## src/verilog/strap_cfg_pkg.sv

```systemverilog
// Constants, field layouts and carrier types for the strap configuration latch.
// Assumes strap measurements arrive already digitised and synchronous to MCLK.
//
// Operation
// - Rate strap resistor code picks one of eight output slew rates.
// - Mode bit 7 from rate strap voltage: 1 older DAC encoding, 0 newer.
// - Mode bit 6: 1 pairs phases 1/3 and 2/4, 0 interleaves all four.
// - Mode bit 5: 1 enables dynamic phase add and drop, 0 disables it.
// - Mode bit 4: 1 selects zero load-line, 0 non-zero load-line.
// - All decoded settings are captured when the 3.3 V bias rail comes up.
// - Shoot strap resistor picks one of seven overshoot thresholds or off.
// - Shoot strap voltage picks one of seven undershoot levels or off.
// - Startup strap resistor gives boot code bits 3..1, its voltage bits 7..4.
// - Bus-id strap resistor: bits 2..1 soft-start rate, bit 0 boot code LSB.
// - Bus-id strap voltage sets four bits of the bus target address.
// - Frequency strap resistor selects the switching frequency setting.
// - Frequency strap voltage gives an 8-bit current code, ratio times 255.
// - Limit strap resistor and voltage jointly pick one of sixteen limits.
// - Limit strap voltage also picks one of four ramp levels.
// - Straps used only with low source resistance; otherwise NVM, except address.

package strap_cfg_pkg;

   // ******************************************************
   // Measurement and settings carriers
   // ******************************************************
   localparam int RATIO_W = 10;
   localparam int RCODE_W = 3;

   typedef struct packed {
      logic [RCODE_W-1:0] r_code;
      logic [RATIO_W-1:0] v_ratio;
   } strap_meas_t;

   typedef struct packed {
      logic [2:0] slew_rate;
      logic dac_vr120;
      logic pair_interleave;
      logic phase_shed_en;
      logic zero_loadline;
      logic [2:0] overshoot_reduction;
      logic [2:0] undershoot_reduction;
      logic [7:0] voltage_code;
      logic [1:0] soft_start_rise_rate;
      logic [3:0] bus_address;
      logic [2:0] switch_freq;
      logic [7:0] max_load_current_code;
      logic [3:0] per_phase_current_limit;
      logic [1:0] ramp_level;
   } settings_t;

   localparam logic [2:0] REDUCTION_OFF = 3'h7;

   // ******************************************************
   // Register map, byte offsets
   // ******************************************************
   localparam int ADDR_W = 5;
   localparam logic [ADDR_W-1:0] STATUS_OFS = 5'h00;
   localparam logic [ADDR_W-1:0] CFG_A_OFS = 5'h04;
   localparam logic [ADDR_W-1:0] CFG_B_OFS = 5'h08;
   localparam logic [ADDR_W-1:0] CFG_C_OFS = 5'h0C;

   localparam int STAT_CAPTURED = 0;
   localparam int STAT_STRAP_SRC = 1;
   localparam int STAT_RAIL = 2;

   localparam int CFG_A_W = 15;
   localparam int A_SLEW_LSB = 0;
   localparam int A_MODE_LSB = 4;
   localparam int A_OVERSHOOT_LSB = 8;
   localparam int A_UNDERSHOOT_LSB = 12;

   localparam int CFG_B_W = 15;
   localparam int B_BOOT_LSB = 0;
   localparam int B_RISE_LSB = 8;
   localparam int B_FREQ_LSB = 12;

   localparam int CFG_C_W = 14;
   localparam int C_CURRENT_LSB = 0;
   localparam int C_LIMIT_LSB = 8;
   localparam int C_RAMP_LSB = 12;
   localparam int C_ADDR_LSB = 16;

   localparam logic [CFG_A_W-1:0] CFG_A_RST = 15'h0000;
   localparam logic [CFG_B_W-1:0] CFG_B_RST = 15'h0000;
   localparam logic [CFG_C_W-1:0] CFG_C_RST = 14'h0000;
   localparam logic [3:0] ADDR_RST = 4'h0;

endpackage : strap_cfg_pkg

```

## src/verilog/pinstrap_config_latch.sv

```systemverilog
// Top of the strap configuration latch with its Avalon-MM register slave.
// Assumes strap codes and samples are settled and synchronous to MCLK at rail power-up.
//
// Implementation choices: the address map and the Avalon-MM slave port.
`timescale 1ns/1ps

module pinstrap_config_latch
   import strap_cfg_pkg::*;
(
   input wire logic MCLK,
   input wire logic SYS_RST,
   input wire logic [ADDR_W-1:0] AVS_ADDRESS,
   input wire logic AVS_READ,
   input wire logic AVS_WRITE,
   input wire logic [31:0] AVS_WRITEDATA,
   input wire logic [3:0] AVS_BYTEENABLE,
   output logic [31:0] AVS_READDATA,
   output logic AVS_WAITREQUEST,
   input wire strap_meas_t RATE_MODE_STRAP,
   input wire strap_meas_t SHOOT_REDUCTION_STRAP,
   input wire strap_meas_t STARTUP_VOLTAGE_STRAP,
   input wire strap_meas_t BUS_ID_RAMP_STRAP,
   input wire strap_meas_t FREQ_CURRENT_STRAP,
   input wire strap_meas_t LIMIT_RAMP_STRAP,
   input wire logic BIAS_RAIL_3V,
   input wire logic CONFIG_SOURCE_SELECT,
   input wire settings_t NVM_CFG,
   output settings_t CFG_OUT,
   output logic CFG_CAPTURED
);

   // ******************************************************
   // Voltage level decoding
   // ******************************************************
   logic [3:0] mode_lvl;
   logic [2:0] undershoot_lvl;
   logic [3:0] boot_hi_lvl;
   logic [3:0] addr_lvl;
   logic [7:0] current_code_lvl;
   logic [1:0] ramp_lvl;

   level_quantizer #(.IN_W(RATIO_W), .OUT_W(4)) u_mode_q (
      .ratio(RATE_MODE_STRAP.v_ratio),
      .level(mode_lvl)
   );

   level_quantizer #(.IN_W(RATIO_W), .OUT_W(3)) u_undershoot_q (
      .ratio(SHOOT_REDUCTION_STRAP.v_ratio),
      .level(undershoot_lvl)
   );

   level_quantizer #(.IN_W(RATIO_W), .OUT_W(4)) u_boot_q (
      .ratio(STARTUP_VOLTAGE_STRAP.v_ratio),
      .level(boot_hi_lvl)
   );

   level_quantizer #(.IN_W(RATIO_W), .OUT_W(4)) u_addr_q (
      .ratio(BUS_ID_RAMP_STRAP.v_ratio),
      .level(addr_lvl)
   );

   level_quantizer #(.IN_W(RATIO_W), .OUT_W(8)) u_current_q (
      .ratio(FREQ_CURRENT_STRAP.v_ratio),
      .level(current_code_lvl)
   );

   level_quantizer #(.IN_W(RATIO_W), .OUT_W(2)) u_ramp_q (
      .ratio(LIMIT_RAMP_STRAP.v_ratio),
      .level(ramp_lvl)
   );

   // ******************************************************
   // Strap decode and source selection
   // ******************************************************
   settings_t strap_cfg;
   settings_t src_cfg;

   assign strap_cfg.slew_rate = RATE_MODE_STRAP.r_code;
   assign strap_cfg.dac_vr120 = mode_lvl[3];
   assign strap_cfg.pair_interleave = mode_lvl[2];
   assign strap_cfg.phase_shed_en = mode_lvl[1];
   assign strap_cfg.zero_loadline = mode_lvl[0];
   assign strap_cfg.overshoot_reduction = SHOOT_REDUCTION_STRAP.r_code;
   assign strap_cfg.undershoot_reduction = undershoot_lvl;
   assign strap_cfg.voltage_code = {boot_hi_lvl, STARTUP_VOLTAGE_STRAP.r_code,
                                    BUS_ID_RAMP_STRAP.r_code[0]};
   assign strap_cfg.soft_start_rise_rate = BUS_ID_RAMP_STRAP.r_code[2:1];
   assign strap_cfg.bus_address = addr_lvl;
   assign strap_cfg.switch_freq = FREQ_CURRENT_STRAP.r_code;
   assign strap_cfg.max_load_current_code = current_code_lvl;
   // Resistor gives the coarse step, voltage half-scale the fine step
   assign strap_cfg.per_phase_current_limit = {LIMIT_RAMP_STRAP.r_code, ramp_lvl[1]};
   assign strap_cfg.ramp_level = ramp_lvl;

   // The address has no NVM copy, so it always comes from its strap
   always_comb
   begin
      src_cfg = CONFIG_SOURCE_SELECT ? strap_cfg : NVM_CFG;
      src_cfg.bus_address = strap_cfg.bus_address;
   end

   // ******************************************************
   // Rail power-up capture
   // ******************************************************
   logic rail_q;
   logic rail_rise;
   logic captured_q;
   logic src_strap_q;

   // Rail low out of reset, so a rail already up captures at the first edge
   assign rail_rise = BIAS_RAIL_3V & ~rail_q;

   always_ff @(posedge MCLK or posedge SYS_RST)
   begin
      if (SYS_RST)
      begin
         rail_q <= 1'b0;
         captured_q <= 1'b0;
         src_strap_q <= 1'b0;
      end
      else
      begin
         rail_q <= BIAS_RAIL_3V;
         captured_q <= captured_q | rail_rise;
         if (rail_rise)
            src_strap_q <= CONFIG_SOURCE_SELECT;
      end
   end

   // ******************************************************
   // Avalon-MM slave: one wait state, then the answer
   // ******************************************************
   logic req;
   logic accept;
   logic wait_q;
   logic wait_d;
   logic [31:0] rdata_q;
   logic [31:0] rdata_d;
   logic [31:0] be_mask;
   logic sel_a;
   logic sel_b;
   logic sel_c;
   logic sel_stat;
   logic wr_a;
   logic wr_b;
   logic wr_c;

   assign req = AVS_READ | AVS_WRITE;
   assign accept = req & ~wait_q;
   assign wait_d = accept | ~req;
   assign be_mask = {{8{AVS_BYTEENABLE[3]}}, {8{AVS_BYTEENABLE[2]}},
                     {8{AVS_BYTEENABLE[1]}}, {8{AVS_BYTEENABLE[0]}}};
   assign sel_stat = AVS_ADDRESS == STATUS_OFS;
   assign sel_a = AVS_ADDRESS == CFG_A_OFS;
   assign sel_b = AVS_ADDRESS == CFG_B_OFS;
   assign sel_c = AVS_ADDRESS == CFG_C_OFS;
   assign wr_a = accept & AVS_WRITE & sel_a;
   assign wr_b = accept & AVS_WRITE & sel_b;
   assign wr_c = accept & AVS_WRITE & sel_c;

   // ******************************************************
   // Held settings words
   // ******************************************************
   logic [CFG_A_W-1:0] cap_a;
   logic [CFG_B_W-1:0] cap_b;
   logic [CFG_C_W-1:0] cap_c;
   logic [CFG_A_W-1:0] cfg_a;
   logic [CFG_B_W-1:0] cfg_b;
   logic [CFG_C_W-1:0] cfg_c;
   logic [3:0] addr_q;

   assign cap_a = {src_cfg.undershoot_reduction, 1'b0, src_cfg.overshoot_reduction,
                   src_cfg.dac_vr120, src_cfg.pair_interleave, src_cfg.phase_shed_en,
                   src_cfg.zero_loadline, 1'b0, src_cfg.slew_rate};
   assign cap_b = {src_cfg.switch_freq, 2'b00, src_cfg.soft_start_rise_rate,
                   src_cfg.voltage_code};
   assign cap_c = {src_cfg.ramp_level, src_cfg.per_phase_current_limit,
                   src_cfg.max_load_current_code};

   // Software may retune settings later; straps alone never touch them again
   setting_latch #(.W(CFG_A_W), .RST_VAL(CFG_A_RST)) u_cfg_a (
      .clk(MCLK),
      .rst(SYS_RST),
      .capture(rail_rise),
      .cap_val(cap_a),
      .wr_en(wr_a),
      .wr_mask(be_mask[CFG_A_W-1:0]),
      .wr_val(AVS_WRITEDATA[CFG_A_W-1:0]),
      .q(cfg_a)
   );

   setting_latch #(.W(CFG_B_W), .RST_VAL(CFG_B_RST)) u_cfg_b (
      .clk(MCLK),
      .rst(SYS_RST),
      .capture(rail_rise),
      .cap_val(cap_b),
      .wr_en(wr_b),
      .wr_mask(be_mask[CFG_B_W-1:0]),
      .wr_val(AVS_WRITEDATA[CFG_B_W-1:0]),
      .q(cfg_b)
   );

   setting_latch #(.W(CFG_C_W), .RST_VAL(CFG_C_RST)) u_cfg_c (
      .clk(MCLK),
      .rst(SYS_RST),
      .capture(rail_rise),
      .cap_val(cap_c),
      .wr_en(wr_c),
      .wr_mask(be_mask[CFG_C_W-1:0]),
      .wr_val(AVS_WRITEDATA[CFG_C_W-1:0]),
      .q(cfg_c)
   );

   always_ff @(posedge MCLK or posedge SYS_RST)
   begin
      if (SYS_RST)
         addr_q <= ADDR_RST;
      else if (rail_rise)
         addr_q <= src_cfg.bus_address;
   end

   // ******************************************************
   // Read mux and bus registers
   // ******************************************************
   logic [31:0] stat_word;

   assign stat_word = {29'h0000000, BIAS_RAIL_3V, src_strap_q, captured_q};
   assign rdata_d = sel_stat ? stat_word :
                    sel_a ? {17'h00000, cfg_a} :
                    sel_b ? {17'h00000, cfg_b} :
                    sel_c ? {12'h000, addr_q, 2'b00, cfg_c} : 32'h00000000;

   // Data loads in the wait cycle so it stands at the accepting edge
   always_ff @(posedge MCLK or posedge SYS_RST)
   begin
      if (SYS_RST)
      begin
         wait_q <= 1'b1;
         rdata_q <= 32'h00000000;
      end
      else
      begin
         wait_q <= wait_d;
         if (req & wait_q & AVS_READ)
            rdata_q <= rdata_d;
      end
   end

   assign AVS_WAITREQUEST = wait_q;
   assign AVS_READDATA = rdata_q;
   assign CFG_CAPTURED = captured_q;

   assign CFG_OUT.slew_rate = cfg_a[A_SLEW_LSB +: 3];
   assign CFG_OUT.dac_vr120 = cfg_a[A_MODE_LSB + 3];
   assign CFG_OUT.pair_interleave = cfg_a[A_MODE_LSB + 2];
   assign CFG_OUT.phase_shed_en = cfg_a[A_MODE_LSB + 1];
   assign CFG_OUT.zero_loadline = cfg_a[A_MODE_LSB];
   assign CFG_OUT.overshoot_reduction = cfg_a[A_OVERSHOOT_LSB +: 3];
   assign CFG_OUT.undershoot_reduction = cfg_a[A_UNDERSHOOT_LSB +: 3];
   assign CFG_OUT.voltage_code = cfg_b[B_BOOT_LSB +: 8];
   assign CFG_OUT.soft_start_rise_rate = cfg_b[B_RISE_LSB +: 2];
   assign CFG_OUT.switch_freq = cfg_b[B_FREQ_LSB +: 3];
   assign CFG_OUT.max_load_current_code = cfg_c[C_CURRENT_LSB +: 8];
   assign CFG_OUT.per_phase_current_limit = cfg_c[C_LIMIT_LSB +: 4];
   assign CFG_OUT.ramp_level = cfg_c[C_RAMP_LSB +: 2];
   assign CFG_OUT.bus_address = addr_q;

   logic strap_cap;
   assign strap_cap = rail_rise & CONFIG_SOURCE_SELECT;
endmodule : pinstrap_config_latch

```

## src/verilog/level_quantizer.sv

```systemverilog
// Maps a ratiometric strap voltage sample onto evenly spaced levels.
// Assumes the sample is the pin voltage over the reference, full scale all ones.
`timescale 1ns/1ps

module level_quantizer #(
   parameter int IN_W = 10,
   parameter int OUT_W = 3
) (
   input wire logic [IN_W-1:0] ratio,
   output logic [OUT_W-1:0] level
);

   localparam int PW = IN_W + OUT_W + 1;
   localparam logic [PW-1:0] FULL = PW'((1 << IN_W) - 1);
   localparam logic [PW-1:0] MAXL = PW'((1 << OUT_W) - 1);
   localparam logic [PW-1:0] HALF = PW'(((1 << IN_W) - 1) / 2);

   generate
      if (OUT_W < 1 || OUT_W > IN_W)
      begin : g_bad_width
         $error("level_quantizer: OUT_W must lie between 1 and IN_W");
      end
   endgenerate

   logic [PW-1:0] scaled;
   logic [PW-1:0] quot;

   // Rounded level = ratio * (2^OUT_W - 1) / full scale
   assign scaled = PW'(ratio) * MAXL + HALF;
   assign quot = scaled / FULL;
   assign level = quot[OUT_W-1:0];

endmodule : level_quantizer

```

## src/verilog/setting_latch.sv

```systemverilog
// One settings word: loaded at capture, or byte-merged by a bus write.
// Assumes capture and write strobes are single-cycle and synchronous to clk.
`timescale 1ns/1ps

module setting_latch #(
   parameter int W = 15,
   parameter logic [W-1:0] RST_VAL = '0
) (
   input wire logic clk,
   input wire logic rst,
   input wire logic capture,
   input wire logic [W-1:0] cap_val,
   input wire logic wr_en,
   input wire logic [W-1:0] wr_mask,
   input wire logic [W-1:0] wr_val,
   output logic [W-1:0] q
);

   generate
      if (W < 1 || W > 32)
      begin : g_bad_width
         $error("setting_latch: W must lie between 1 and 32");
      end
   endgenerate

   logic [W-1:0] q_q;
   logic [W-1:0] q_d;
   logic [W-1:0] merged;

   // Capture beats a coincident write: power-up values must not be lost
   assign merged = (q_q & ~wr_mask) | (wr_val & wr_mask);
   assign q_d = capture ? cap_val : (wr_en ? merged : q_q);
   assign q = q_q;

   always_ff @(posedge clk or posedge rst)
   begin
      if (rst)
         q_q <= RST_VAL;
      else
         q_q <= q_d;
   end

endmodule : setting_latch

```

## config.mk

```make
export PLATFORM = sky130hd
export DESIGN_NAME = pinstrap_config_latch
export DESIGN_NICKNAME = d
export VERILOG_FILES = /design/src/verilog/strap_cfg_pkg.sv /design/src/verilog/pinstrap_config_latch.sv /design/src/verilog/level_quantizer.sv /design/src/verilog/setting_latch.sv
export SDC_FILE = /design/constraint.sdc
export NUM_CORES = 1
export LEC_CHECK = 0
export BUFFER_PORTS_ARGS = -buffer_cell sky130_fd_sc_hd__buf_2
export CAP_MARGIN = 25
export CORE_MARGIN = 2
export CORE_UTILIZATION = 41
export CTS_BUF_LIST = sky130_fd_sc_hd__clkbuf_4 sky130_fd_sc_hd__clkbuf_8
export CTS_CLUSTER_DIAMETER = 30
export CTS_CLUSTER_SIZE = 14
export DETAILED_ROUTE_END_ITERATION = 7
export PLACE_DENSITY_LB_ADDON = 0.1
export SETUP_SLACK_MARGIN = 0.1
export SLEW_MARGIN = 20
export SYNTH_ARGS = -nofsm -noshare
export SYNTH_HDL_FRONTEND = slang
export SYNTH_SLANG_ARGS = --single-unit
```

## constraint.sdc

```tcl
create_clock -name MCLK -period 2.4 [get_ports MCLK]
set_input_delay 0.24 -clock MCLK [delete_from_list [all_inputs] [get_ports MCLK]]
set_output_delay 0.24 -clock MCLK [all_outputs]
set_load 0.01 [all_outputs]
```

==> results.md <==
- Post-DRT Antenna Nets: 0
- Post-DP HPWL: 52.73 mm
- Synth Area in Adders: 0.2374
- Core area: 0.04289 mm2
- Mux cell area share after synthesis: 0.02576
- PortBufs: 210
- RSZ-0062 raised after global routing: true
- Compound-Gate Fraction of Synth Area: 0.2634
- Maximum clock rate: 0.1025 GHz
- Nets: 3874
- Top cell by count, worst path: buf_4
- CTS max path bufs: 2
- Failing checks: negative setup slack
- I/O pin cnt: about 250
- Worst hold-check path type: input pin to flip-flop
- Routed wire per std cell: 16.55 um
- Pre-antenna DRT Iters: 7
- EDFF count, synth: 0
- Setup crit start: FREQ_CURRENT_STRAP[6]
- Crit Reg-Reg Startpoint: rail_q
- Synth cell count leaders: inv_1, nand2_1, ha_1
- Predominant post-synthesis flop cell: dfrtp_1
- Clock sinks: 71
- Largest net degree at the start of global routing: 60
- Critical-path top delay cell: fa_2
- Area grow syn2layout: 68.55%
- Crit path time final: 9.760 ns
- Root Buffer: clkbuf_8
- Startpoint Class: input pin
- Critical Path AT: between 10 and 15 ns
- Hold Crit Depth: 1
- Post-DP Area: 0.02616 mm2
- Final setup vio count: 26
- WHS: 0.04036 ns
- Initial Util: 0.4134
- CP peak stage delay: 0.58 ns
- Max-slew violations: 0
- CP Data Required Time: roughly 2.7 ns
- Hold Violations, Final: 0
- Setup ws final: -7.360 ns
- Mean Syn Cell Area: 7.577 um2
- Synth Area in XOR/XNOR: 0.06859
- Yosys reg bits: 71
- Die Height: 212.0 um
- Initial antenna violation count: 5
- GRT Util Overall: 0.2838
- Vias in the first global route: 21740
- DIE WIDTH: between 200 and 250 um
- Post-Synth Simple-Gate Area: 0.2162
- Reg clk slew, reported paths: 0.09 ns
- Die ar.: 0.04492 mm2
- Most frequent cell after synthesis: inv_1
- Initial DRC Count: ~1300
- Post-DR vias/cell: 5.382
- Post-detailed-route DRC marker count: 0
- Fill cells: 3388
- Mapped Cells: 2340
- Yosys cell types: 111
- Worst-Margin Slew: 0.6777 ns
- Congestion Overflow GR: 0
- Post-synthesis sequential area ratio: 0.1003
- Clock Latency Late Sink: 0.38 ns
- Routed via count: 21650
- Reg area: 0.001778 mm2
- Normalized max-slew margin: 0.5461
- Hold Crit Start: BIAS_RAIL_3V
- Top cell type's share of synthesized area: 0.1284
- Worst reg-to-reg path cell count: 7
- Maximum Capacitance Violations: 0
- Nature of the critical path endpoint: flip-flop
- Max Clock Skew: 0.01355 ns
- WS Path Type: input pin to flip-flop
- Crit Path Max Fanout: 5
- Gpl congestion: around 0.94
- Total CTS buffers: 9
- Hold Path Sink: rail_q
- FF-to-FF setup slack: ~0.46 ns
- Htree depth: 3
- Finished Cell Area: about 0.030 mm2
- CTS tree: done
- Std cell rows: 76
- Routed wire length: 66.59 mm
- Top cells by area, synth: ha_1, fa_1, dfrtp_1, inv_1, xnor2_1
- Mapped Area: between 0.015 and 0.02 mm2
- Multi-input logic area: between 0.015 and 0.02 mm2
- Ys Warns: 0
- Share of cells above drive strength 1: 0.4937
- FFs w/ async S/R, synth: 1.000
- Status: finished with violations
- Cell taking the most area after synthesis: ha_1
- Main combinational cell family by area after synthesis: compound AO/OA/AOI/OAI gates
- First-pass GRT wire length: about 110 mm
- Period utilisation layout: 4.067
## critical path, delay by kind of cell
| family | cells | cell delay [ns] |
|---|---|---|
| AO/OA/AOI/OAI | 14 | 3.50 |
| adder cells (fa/ha/maj) | 5 | 2.14 |
| buffers and inverters | 11 | 0.99 |
| multiplexers | 2 | 0.53 |
| AND/OR/NAND/NOR | 8 | 2.65 |
## how the worst max path moves through the flow
| stage | slack [ns] | end |
|---|---|---|
| after floorplan | -7.23 | flip-flop |
| after CTS | -7.20 | flip-flop |
| final | -7.36 | flip-flop |
| after global routing | -7.75 | flip-flop |
| after detailed placement | -7.97 | flip-flop |
| after global placement | -7.76 | flip-flop |
## placed cells by master (no fill, tap or decap), types with 12 or more instances in the layout
cell      Yosys  final
inv_1       271    213
a21oi_1     131     78
o21a_1       15     14
a21oi_2       5     48
buf_6         1     50
o211ai_1     38     38
inv_2         0     36
nand4_1      29     29
o21ai_1       6     26
fa_1         93     85
xnor2_1     102     74
or2_2        14     12
xnor2_2       1     23
buf_4        39    910
a31oi_1      58     47
o21ai_0     135     77
nand2_2       0     14
and2_1       26     21
o21bai_1     15     15
a21o_1       37     37
ha_1        182    144
nor2_1      168    152
nor2b_1      25     18
buf_2        11    189
dfrtp_1      70     70
conb_1        1     13
a211oi_1     28     20
mux2i_1      31     24
nand2b_1     23     21
ha_4          0     34
nor3_1       47     32
nand2_1     212    192
xor2_1       35     27
nand3_1      80     71
and3_1       31     26
o21ai_2       0     32
## cell type report
| class | instances | area share |
|---|---|---|
| diodes | 3 | 0.0002512 |
| clock buffers | 9 | 0.004145 |
| clock inverters | 7 | 0.001884 |
| inverters | 271 | 0.03793 |
| multi-input cells | 1909 | 0.5818 |
| flip-flops and latches | 71 | 0.05949 |
| well taps | 585 | 0.02449 |
| repair buffers | 1168 | 0.2900 |
## per-stage QoR
stage / util / TNS, ns / std cells / worst slack, ns
floorplan: - / -93.98 / 2352 / -7.233
global placement: 0.6100 / -109.23 / 3836 / -7.757
detailed placement: 0.6100 / -112.17 / 3836 / -7.968
CTS: 0.6642 / -93.45 / 3961 / -7.196
global route: 0.6968 / -102.10 / 4023 / -7.748
finish: 0.6968 / -94.68 / 4023 / -7.360
## per-layer routing
| layer | vias up | wire length (um) | GRT usage |
|---|---|---|---|
| li1 | 10550 | - | - |
| met1 | 10330 | 27400 | 0.3420 |
| met2 | 610 | 33090 | 0.5097 |
| met3 | 156 | 3259 | 0.02982 |
| met4 | 4 | 2817 | 0.1229 |
| met5 | - | 27 | 0 |
## cells by family (layout without fill, tap and decap cells)
| family | Yosys count | after routing |
|---|---|---|
| AND/OR/NAND/NOR | 764 | 764 |
| AO/OA/AOI/OAI | 668 | 668 |
| buffers and inverters | 372 | 1455 |
| adder cells (fa/ha/maj) | 282 | 282 |
| XOR/XNOR | 138 | 138 |
| flip-flops | 71 | 71 |
| multiplexers | 44 | 44 |
| other | 1 | 16 |
## what timing repair did
item,CTS,global route
pin swaps,246,220
endpoints found under the hold margin,12,0
endpoints found under the setup margin,26,26
setup buffers,114,66
gates resized for setup,289,213
cloned,0,0
hold buffers,1,0
Power is not shown: default switching activity piles up to over one toggle a cycle in this logic, so the estimate is an artifact.
